File: config.mk
export PLATFORM = sky130hd
export DESIGN_NAME = sup_supervisor
export DESIGN_NICKNAME = d
export VERILOG_FILES = /design/src/rtl/sup_pkg.sv /design/src/rtl/sup_supervisor.sv
export VERILOG_INCLUDE_DIRS = /design/src /design/src/rtl
export SDC_FILE = /design/constraint.sdc
export NUM_CORES = 1
export LEC_CHECK = 0
export BUFFER_PORTS_ARGS = -buffer_cell sky130_fd_sc_hd__buf_2
export CORE_ASPECT_RATIO = 0.7
export CORE_UTILIZATION = 27
export CTS_BUF_LIST = sky130_fd_sc_hd__clkbuf_16
export CTS_CLUSTER_DIAMETER = 30
export DETAILED_ROUTE_END_ITERATION = 8
export PLACE_DENSITY = 0.41
export SKIP_CTS_REPAIR_TIMING = 1
export SKIP_LAST_GASP = 1
export SLEW_MARGIN = 20
export SYNTH_ARGS = -nofsm -noshare
export SYNTH_HDL_FRONTEND = slang
export SYNTH_SLANG_ARGS = --single-unit
export TNS_END_PERCENT = 1
File: constraint.sdc
create_clock -name clock -period 4.55 [get_ports clock]
set_input_delay 0.2275 -clock clock [delete_from_list [all_inputs] [get_ports clock]]
set_output_delay 0.2275 -clock clock [all_outputs]
set_load 0.01 [all_outputs]
File: src/rtl/sup_cfg.svh
// constants for the supervisor reset and chip-select gating block
// ----------------------------------------------------------------
// ----------------------------------------------------------------
`ifndef SUP_CFG_SVH
`define SUP_CFG_SVH

`define SUP_CLK_HZ          100000000
`define SUP_RST_PULSE_MS    200
`define SUP_RST_PULSE_CYC   ((`SUP_CLK_HZ / 1000) * `SUP_RST_PULSE_MS)
`define SUP_SEL_HOLD_US     10
`define SUP_SEL_HOLD_CYC    ((`SUP_CLK_HZ / 1000000) * `SUP_SEL_HOLD_US)
`define SUP_DEB_MS          10
`define SUP_DEB_CYC         ((`SUP_CLK_HZ / 1000) * `SUP_DEB_MS)
`define SUP_WD_SHORT_MS     200
`define SUP_WD_SHORT_CYC    ((`SUP_CLK_HZ / 1000) * `SUP_WD_SHORT_MS)
`define SUP_WD_LONG_MS      1600
`define SUP_WD_LONG_CYC     ((`SUP_CLK_HZ / 1000) * `SUP_WD_LONG_MS)
`define SUP_CNT_W           32

`endif

File: src/rtl/sup_pkg.sv
// types for the supervisor reset and chip-select gating block
`include "sup_cfg.svh"
package sup_pkg;
    typedef logic [`SUP_CNT_W-1:0] sup_cnt_t;

    typedef enum logic [1:0] {SEL_PASS, SEL_HOLD, SEL_BLOCK} sup_sel_e;

    typedef struct packed {
        logic [1:0] supply_sync;
        logic [1:0] mr_sync;
        logic [1:0] kick_sync;
        logic [1:0] cs_sync;
        logic       kick_last;
        logic       mr_clean;
        sup_cnt_t   deb_cnt;
        sup_cnt_t   wd_cnt;
        sup_cnt_t   pulse_cnt;
        sup_cnt_t   hold_cnt;
        logic       reset_on;
        sup_sel_e   sel_state;
        logic       cs_out_n;
    } sup_state_s;
endpackage

File: src/rtl/sup_supervisor.sv
// reset supervisor with watchdog and external memory select gating
`timescale 1ns/1ps
`default_nettype none
`include "sup_cfg.svh"
module sup_supervisor
    import sup_pkg::*;
#(
    parameter sup_cnt_t PULSE_CYC = `SUP_RST_PULSE_CYC,
    parameter sup_cnt_t HOLD_CYC  = `SUP_SEL_HOLD_CYC,
    parameter sup_cnt_t DEB_CYC   = `SUP_DEB_CYC,
    parameter sup_cnt_t WD_SHORT  = `SUP_WD_SHORT_CYC,
    parameter sup_cnt_t WD_LONG   = `SUP_WD_LONG_CYC
) (
    input  wire logic clock,
    input  wire logic rst_n,
    input  wire logic clk_en,
    input  wire logic supply_ok,
    input  wire logic manual_reset_n,
    input  wire logic watchdog_kick_in,
    input  wire logic watchdog_enable,
    input  wire logic watchdog_long,
    input  wire logic chip_select_in_n,
    output logic      reset_out_n,
    output logic      reset_drive_oe,
    output logic      chip_select_out_n
);
    sup_state_s state_r;
    sup_state_s state_nxt;
    logic       kick_edge;
    logic       wd_expired;
    logic       hold_src;
    sup_cnt_t   wd_limit;

    // --------------------------------------------------------
    // next state
    // --------------------------------------------------------
    always_comb begin
        state_nxt = state_r;
        // two-flop synchronisers on the supply, manual reset, kick and select inputs; kick keeps a third stage for edges
        state_nxt.supply_sync = {state_r.supply_sync[0], supply_ok};
        // unconnected pin resolves high at the pad (pullup)
        state_nxt.mr_sync     = {state_r.mr_sync[0], manual_reset_n};
        state_nxt.kick_sync   = {state_r.kick_sync[0], watchdog_kick_in};
        state_nxt.cs_sync     = {state_r.cs_sync[0], chip_select_in_n};
        state_nxt.kick_last   = state_r.kick_sync[1];

        // debounce: level must stand for DEB_CYC before it is taken
        if (state_r.mr_sync[1] == state_r.mr_clean) begin
            state_nxt.deb_cnt = '0;
        end else if (state_r.deb_cnt >= DEB_CYC - 1) begin
            state_nxt.mr_clean = state_r.mr_sync[1];
            state_nxt.deb_cnt  = '0;
        end else begin
            state_nxt.deb_cnt = state_r.deb_cnt + 1'b1;
        end

        // watchdog counter cleared by edges, reset or disable
        // counter parks at the limit so expiry stays seen until reset clears it
        if (state_r.reset_on || kick_edge || !watchdog_enable) begin
            state_nxt.wd_cnt = '0;
        end else if (!wd_expired) begin
            state_nxt.wd_cnt = state_r.wd_cnt + 1'b1;
        end

        // reset pulse: held while a source stands, then one period
        if (hold_src || wd_expired) begin
            state_nxt.reset_on  = 1'b1;
            state_nxt.pulse_cnt = '0;
        end else if (state_r.reset_on) begin
            if (state_r.pulse_cnt >= PULSE_CYC - 1) begin
                state_nxt.reset_on  = 1'b0;
                state_nxt.pulse_cnt = '0;
            end else begin
                state_nxt.pulse_cnt = state_r.pulse_cnt + 1'b1;
            end
        end

        // select gating
        case (state_r.sel_state)
            SEL_PASS: begin
                if (state_nxt.reset_on && !state_r.cs_sync[1]) begin
                    state_nxt.sel_state = SEL_HOLD;
                    state_nxt.hold_cnt  = '0;
                end else if (state_nxt.reset_on) begin
                    state_nxt.sel_state = SEL_BLOCK;
                end
            end
            SEL_HOLD: begin
                state_nxt.hold_cnt = state_r.hold_cnt + 1'b1;
                if (state_r.cs_sync[1] || state_r.hold_cnt >= HOLD_CYC - 1) begin
                    state_nxt.sel_state = SEL_BLOCK;
                end
            end
            SEL_BLOCK: begin
                if (!state_nxt.reset_on) begin
                    state_nxt.sel_state = SEL_PASS;
                end
            end
            default: state_nxt.sel_state = SEL_BLOCK;
        endcase
        // output low only while passing or holding with input low
        state_nxt.cs_out_n = !(((state_nxt.sel_state == SEL_PASS) && !state_nxt.reset_on)
                               || (state_nxt.sel_state == SEL_HOLD))
                             || state_r.cs_sync[1];
    end

    // --------------------------------------------------------
    // helper terms
    // --------------------------------------------------------
    assign kick_edge  = state_r.kick_sync[1] ^ state_r.kick_last;
    assign wd_limit   = watchdog_long ? WD_LONG : WD_SHORT;
    assign wd_expired = watchdog_enable && (state_r.wd_cnt >= wd_limit);
    assign hold_src   = !state_r.supply_sync[1] || !state_r.mr_clean;

    // state register with clock enable
    always_ff @(posedge clock) begin
        if (!rst_n) begin
            state_r           <= '0;
            // select and manual reset stages idle high so no false request follows reset
            state_r.mr_sync   <= 2'h3;
            state_r.cs_sync   <= 2'h3;
            state_r.mr_clean  <= 1'b1;
            state_r.reset_on  <= 1'b1;
            state_r.sel_state <= SEL_BLOCK;
            state_r.cs_out_n  <= 1'b1;
        end else if (clk_en) begin
            state_r <= state_nxt;
        end
    end

    // open-drain reset: enable high while pulling low
    // data value tied low; the pad floats high through its pull-up when released
    assign reset_out_n       = 1'b0;
    assign reset_drive_oe    = state_r.reset_on;
    assign chip_select_out_n = state_r.cs_out_n;
endmodule
`default_nettype wire

==> results of run 1 <==
logic make-up (layout without fill, tap and decap cells):
group | Yosys count | count (layout) | synth area share [%]
mux | 10 | 10 | 1.423
xor+xnor | 43 | 43 | 5.354
simple gates | 392 | 392 | 28.98
buf+inv | 67 | 82 | 3.700
compound gates | 191 | 191 | 17.77
fa+ha+maj | 13 | 13 | 2.312
other cells | 1 | 1 | 0.05331
flops | 142 | 142 | 40.41
sequential cells by signal, indices dropped and copies added (netlist names):
signal / count
reset_drive_oe: 1
state_r: 135
chip_select_out_n: 1
state_nxt: 5
area by class of cell:
cell class	instances	area share, %
Multi-Input combinational cell	650	49.28
Sequential cell	142	35.41
Clock buffer	17	5.298
Tap cell	331	5.158
Timing Repair Buffer	24	1.932
Clock inverter	15	1.714
Inverter	26	1.216
metal layers:
| layer | vias to the layer above | routed length, µm | GRT usage (%) |
|---|---|---|---|
| met5 | - | 0 | 0 |
| met4 | 0 | 128 | 3.806 |
| met3 | 7 | 671 | 3.795 |
| met2 | 96 | 7115 | 19.66 |
| met1 | 2858 | 10030 | 21.47 |
| li1 | 3187 | - | - |
stage by stage:
| stage | area, µm² | utilization, % | cells |
|---|---|---|---|
| after global placement | 7466 | 29.13 | 1173 |
| after detailed placement | 7466 | 29.13 | 1173 |
| final | 8029 | 31.33 | 1205 |
| after global routing | 8029 | 31.33 | 1205 |
| after CTS | 8029 | 31.33 | 1205 |
| after floorplan | 7034 | - | 859 |
cells in the final DEF (no fill, tap or decap), drive strengths merged, types with 13 or more instances in the layout:
| cell type | synthesis | layout |
|---|---|---|
| clkbuf | 33 | 17 |
| or4 | 22 | 22 |
| nand3 | 51 | 51 |
| dfxtp | 142 | 142 |
| ha | 13 | 13 |
| o31ai | 19 | 19 |
| or3 | 22 | 22 |
| nand2 | 68 | 68 |
| nand4 | 31 | 31 |
| nor3 | 21 | 21 |
| xor2 | 21 | 21 |
| o21ai | 42 | 42 |
| xnor2 | 22 | 22 |
| nor4 | 19 | 19 |
| buf | 8 | 24 |
| a21oi | 64 | 64 |
| nor2 | 96 | 96 |
| inv | 25 | 30 |
| and3 | 28 | 28 |
synthesized netlist by cell type, types with 6 or more instances:
library cell / instances
xnor2_1: 22
nor4_1: 19
nor3_1: 21
ha_1: 13
o2111ai_1: 6
a211oi_1: 9
o31ai_1: 19
and2_1: 7
or3_1: 21
inv_1: 25
mux2i_1: 10
and3_1: 28
o21a_1: 9
xor2_1: 21
dfxtp_1: 142
or4_1: 21
clkbuf_1: 33
nand3_1: 50
nand4_1: 31
a21oi_1: 64
o21ai_0: 37
nor2_1: 96
a2111oi_0: 6
nand2_1: 68
worst min-delay path by stage:
stage,slack [ns],cells after the start,start,to
2_1_floorplan,0.36,2,chip_select_in_n,state_nxt[135]$_SDFFE_PN1P_
3_3_place_gp,0.44,1,state_r[99]$_SDFFE_PN0P_,state_r[99]$_SDFFE_PN0P_
3_5_place_dp,0.44,1,state_r[98]$_SDFFE_PN0P_,state_r[98]$_SDFFE_PN0P_
4_1_cts,0.02,3,chip_select_in_n,state_nxt[135]$_SDFFE_PN1P_
5_1_grt,0.01,3,chip_select_in_n,state_nxt[135]$_SDFFE_PN1P_
6_report,0.02,3,chip_select_in_n,state_nxt[135]$_SDFFE_PN1P_
where the power goes:
group / total [mW] / internal, mW / switching (mW)
Sequential: 1.26 / 1.25 / 0.00639
Clock: 1.36 / 0.758 / 0.601
Combinational: 0.0909 / 0.0272 / 0.0637
worst register-to-register path: stages, from the launching register on:
cell and delay [ns]:
dfxtp_1 0.34, ha_1 0.30, nor4b_1 0.33, nand4_1 0.16, a311oi_2 0.37, o21a_1 0.55
o21ai_2 0.12, buf_4 0.27, or4_1 0.55, a21oi_1 0.14
==> impl_metrics.yaml, run 1 <==
synth:
  synth_top_area_cell: "dfxtp_1"
  syn_nets: 881
  synth_top_area_share_pct: 40.41
  netlist-cell-type-count: 64
  yosysWarnings: 0
  syn_avg_cell_area_um2: 8.189
  synth.area.top_cells: "dfxtp_1, nor2_1, a21oi_1, nand2_1, nand3_1"
  ys_seq_elements: 142
  ys.flop_type: "dfxtp_1"
  synthCells: 859
  ys_seq_area_share_pct: 40.41
  synth_edf_count: 0
  synth_area_mm2: 0.007034
  async_flop_share_pct: 0
floorplan:
  dieWidth_um: 194.9
  num_rows: 49
  io_pins: 12
  die_area_mm2: 0.02671
  die_h_um: 137.0
  start_util_pct: 27.45
  core-area_mm2: 0.02563
sta:
  hold_viol: 0
  finalCriticalPeriod_ns: 3.207
  finalSetupTns_ns: 0
  setup_slack_ns: 1.343
  maxSlewHeadroom_pct: 37.71
  timing.fmax_ghz: 0.3118
  setup_viol_count_final: 0
  skew_ns: 0.01519
  tightest_slew_ns: 0.9245
  whs_ns: 0.02398
  post-route-period-util_pct: 70.48
  drv_slew: 0
  rsz0062_at_grt: "no"
route:
  ant_nets: 0
  drc_errors: 0
  wl_per_cell_um: 14.89
  firstDrtPassIters: 5
  viasPerCell: 5.102
  drt-initial-drc-count: 383
  wl_um: 17940
  num_vias: 6148
clocking:
  cts_buffers: 17
  cts_tree: "built"
  cts-root-buf: "clkbuf_16"
  cts_num_sinks: 142
  htreeDepth: 4
  cts_max_path_buffers: 2
  clk_pin_slew_ns: 0.07
  worstSkewPairLatency_ns: 0.43
power:
  design_power_total_mw: 2.705
  powerDensity_mw_per_mm2: 337.0
  vdd_ir_drop_max_uv: 241.0
  power.leakage_nw: 2.625
placed_design:
  portBuffers: 10
  hpwl_um: 12100
  place_ws_ns: 1.236
  gp_congestion: 0.7542
flow_run:
  maxCapViolCount: 0
global_routing:
  grt_usage_pct: 14.32
  overflow: 0
  grt_max_degree: 40
  antenna_found_initial: 0
  grt_pass1_vias: 5530
  grt_first_pass_wirelength_um: 30240
worst_setup_path:
  path_depth: 9
  crit_family: "compound AO/OA/AOI/OAI gates"
  crit_path_max_fanout: 39
  r2r-start: "state_r[88]$_SDFFE_PN0P_"
  crit_chain: "ha_1 > nor4b_1 > nand4_1 > a311oi_2 > o21a_1 > o21ai_2 > buf_4 > or4_1 > a21oi_1"
  critPathKind: "register to register"
  cp.buffers_inverters: 1
  rrSetupSlack_ns: 1.34
  critPathLaunch: "state_r[88]$_SDFFE_PN0P_"
  critPathArrivalTime_ns: 3.57
  worstPathRequired_ns: 4.91
  endpoint: "state_r[24]$_SDFFE_PN0P_"
  worstSetupStartpointType: "register"
  reg2reg_to: "state_r[24]$_SDFFE_PN0P_"
  end_kind: "register"
  rr_worst_depth: 9
  cp_slowest_stage_delay_ns: 0.55
  cp_slowest_cell: "o21a_1"
finish:
  drive_gt1_share_pct: 8.352
  final_nets: 883
  syn_to_final_growth_pct: 14.14
  fillers: 2692
  diodes: 0
  multi_input_area_mm2: 0.003956
  register_area_mm2: 0.002843
run_status:
  status: "completed"
hold_path:
  min_path_type: "input port to register"
No activity file was read; power rests on OpenSTA's default activity.
==> run 2, diff against run 1 <==
--- a/config.mk
+++ b/config.mk
@@ -6,6 +6,7 @@
 export SDC_FILE = /design/constraint.sdc
 export NUM_CORES = 1
 export LEC_CHECK = 0
+export ABC_AREA = 1
 export BUFFER_PORTS_ARGS = -buffer_cell sky130_fd_sc_hd__buf_2
 export CORE_ASPECT_RATIO = 0.7
 export CORE_UTILIZATION = 27
==> constraint.sdc (replaced) <==
create_clock -name clock -period 3.4 [get_ports clock]
set_input_delay 0.17 -clock clock [delete_from_list [all_inputs] [get_ports clock]]
set_output_delay 0.17 -clock clock [all_outputs]
set_load 0.01 [all_outputs]
==> run 2 against run 1 <==
  * Wire length increased by 36%
  * Sequential share of layout area decreased by 5.6 points
  * Combinational power up 90%
  * Synthesized cell count increased by 55%
  * Critical path depth rose by 5
  * Worst hold slack improved by 0.10 ns
  * Cell area grew 19%
  * Register-to-register slack worse by 0.64 ns
  * Worst setup slack got worse by 0.64 ns
  * Utilization shrank 0.75 points
  * Critical path type unchanged
  * Critical endpoint is now state_r[4]$_SDFFE_PN0P_
  * Highest routed layer unchanged
==> impl_metrics.yaml, run 2 <==
clocking:
  cts_tree: "built"
  cts_buffers: 17
  clk_pin_slew_ns: 0.06
  cts-root-buf: "clkbuf_16"
  htreeDepth: 4
  worstSkewPairLatency_ns: 0.44
  cts_num_sinks: 142
  cts_max_path_buffers: 2
synth:
  yosysWarnings: 0
  synth_top_family_by_area: "simple AND/OR/NAND/NOR gates"
  ys.flop_type: "dfxtp_1"
  ys_seq_area_share_pct: 33.27
  netlist-cell-type-count: 39
  synth_simple_gate_area_share_pct: 40.30
  syn_nets: 1350
  synth_edf_count: 0
  synth_compound_gate_area_share_pct: 9.167
  syn_avg_cell_area_um2: 6.434
  synth_top_area_cell: "dfxtp_1"
  synth.area.top_cells: "dfxtp_1, nand2_1, nor2_1, a21oi_1, nor3_1"
  synth.most_common_cell: "nand2_1"
  synth_area_mm2: 0.008544
  ys_seq_elements: 142
  synthCells: 1328
  synth_top_area_share_pct: 33.27
  yosys.area_share.adder_pct: 1.904
  synth-xor-area-share_pct: 6.663
  synth_common_cells: "nand2_1, nor2_1, dfxtp_1"
  muxShareOfSynthArea_pct: 0
  async_flop_share_pct: 0
global_routing:
  antenna_found_initial: 0
  grt_usage_pct: 15.74
  grt_max_degree: 71
  overflow: 0
  grt_first_pass_wirelength_um: 40570
  grt_pass1_vias: 7458
sta:
  setup_viol_count_final: 0
  finalSetupTns_ns: 0
  hold_viol: 0
  skew_ns: 0.01188
  post-route-period-util_pct: 79.42
  drv_slew: 0
  tightest_slew_ns: 1.050
  rsz0062_at_grt: "no"
  finalCriticalPeriod_ns: 2.700
  timing.fmax_ghz: 0.3703
  maxSlewHeadroom_pct: 29.82
route:
  viasPerCell: 4.655
  wl_um: 24460
  num_vias: 8127
  ant_nets: 0
  drt-initial-drc-count: 594
  wl_per_cell_um: 14.01
  firstDrtPassIters: 5
  drc_errors: 0
worst_setup_path:
  cp_slowest_stage_delay_ns: 0.38
  critPathMostFrequentCell: "nand2_2"
  crit_family: "simple AND/OR/NAND/NOR gates"
  crit_path_max_fanout: 32
  rr_worst_depth: 14
  worstSetupStartpointType: "register"
  critPathKind: "register to register"
  crit_chain: "ha_1 > inv_1 > nor3_1 > nand2_1 > nor2b_1 > nand2_1 > nand2_2 > nand2_2 > nand3_2 > nand2_2 > nand2_4 > nand2_4 > o21ai_1 > inv_1"
  worstPathRequired_ns: 3.73
  critPathArrivalTime_ns: 3.03
  end_kind: "register"
  cp_slowest_cell: "dfxtp_1"
  path_depth: 14
  cp.buffers_inverters: 2
floorplan:
  io_pins: 12
  core-area_mm2: 0.03115
  die_h_um: 150.8
  dieWidth_um: 214.6
  start_util_pct: 27.43
  num_rows: 54
  die_area_mm2: 0.03237
finish:
  fillers: 3473
  final_cell_mix: "nand2_1, nor2_1, dfxtp_1"
  largest_reg_flops: 135
  drive_gt1_share_pct: 7.391
  syn_to_final_growth_pct: 11.48
  final_common_cell: "nand2_1"
  regMostFlops: "state_r"
  final_nets: 1335
  diodes: 0
placed_design:
  gp_congestion: 0.8511
  hpwl_um: 17510
  portBuffers: 10
power:
  vdd_ir_drop_max_uv: 238.0
  design_power_total_mw: 3.681
  powerDensity_mw_per_mm2: 386.4
  power.leakage_nw: 3.162
flow_run:
  maxCapViolCount: 0
run_status:
  status: "completed"
hold_path:
  min_path_type: "input port to register"
  whs_path_depth: 2
-- run 2: kinds of logic after synthesis --
group / Yosys count
flip-flops: 142
AO/OA/AOI/OAI: 143
other: 1
AND/OR/NAND/NOR: 784
adder cells (fa/ha/maj): 13
buffers and inverters: 180
XOR/XNOR: 65
-- run 2: metrics by stage --
step / std cells / utilization, % / instance area [µm²] / worst slack (ns) / hold slack (ns)
after floorplan: 1328 / - / 8544 / 1.415 / 0.2963
after global placement: 1710 / 28.66 / 8926 / 0.6191 / 0.3822
after detailed placement: 1710 / 28.66 / 8926 / 0.5897 / 0.3866
after CTS: 1742 / 30.45 / 9485 / 0.6564 / -0.09404
after global routing: 1746 / 30.58 / 9525 / 0.3811 / 0.1443
final: 1746 / 30.58 / 9525 / 0.6996 / 0.1288
-- run 2: power breakdown --
group / switching [mW] / total (mW) / internal, mW
Clock: 0.806 / 1.82 / 1.01
Combinational: 0.134 / 0.173 / 0.0390
Sequential: 0.0126 / 1.69 / 1.68
Total: 0.953 / 3.68 / 2.73
-- run 2: area by class of cell --
class	instances	area, µm²	area share, %
clock buffer	17	425.4	4.466
multi-input combinational	1006	4965	52.12
clock inverter	15	133.9	1.405
inverter	120	452.9	4.755
sequential	142	2843	29.84
tap	420	525.5	5.517
timing repair buffer	26	180.2	1.892
-- run 2: per-layer routing --
metal / share of wire (%) / wire length, µm / global-route usage [%]
met1: 58 / 14260 / 24.89
met2: 37 / 9100 / 20.60
met3: 3.4 / 832 / 2.811
met4: 1.1 / 271 / 5.250
met5: 0 / 0 / 0
-- run 2: worst paths after layout --
| kind | endpoint | slack (ns) | startpoint |
|---|---|---|---|
| max reg2reg | state_r[4]$_SDFFE_PN0P_ | 0.70 | state_r[91]$_SDFFE_PN0P_ |
| min | state_r[139]$_SDFFE_PN1P_ | 0.13 | rst_n |
| max | state_r[4]$_SDFFE_PN0P_ | 0.70 | state_r[91]$_SDFFE_PN0P_ |
| min reg2reg | state_r[62]$_SDFFE_PN0P_ | 0.44 | state_r[62]$_SDFFE_PN0P_ |
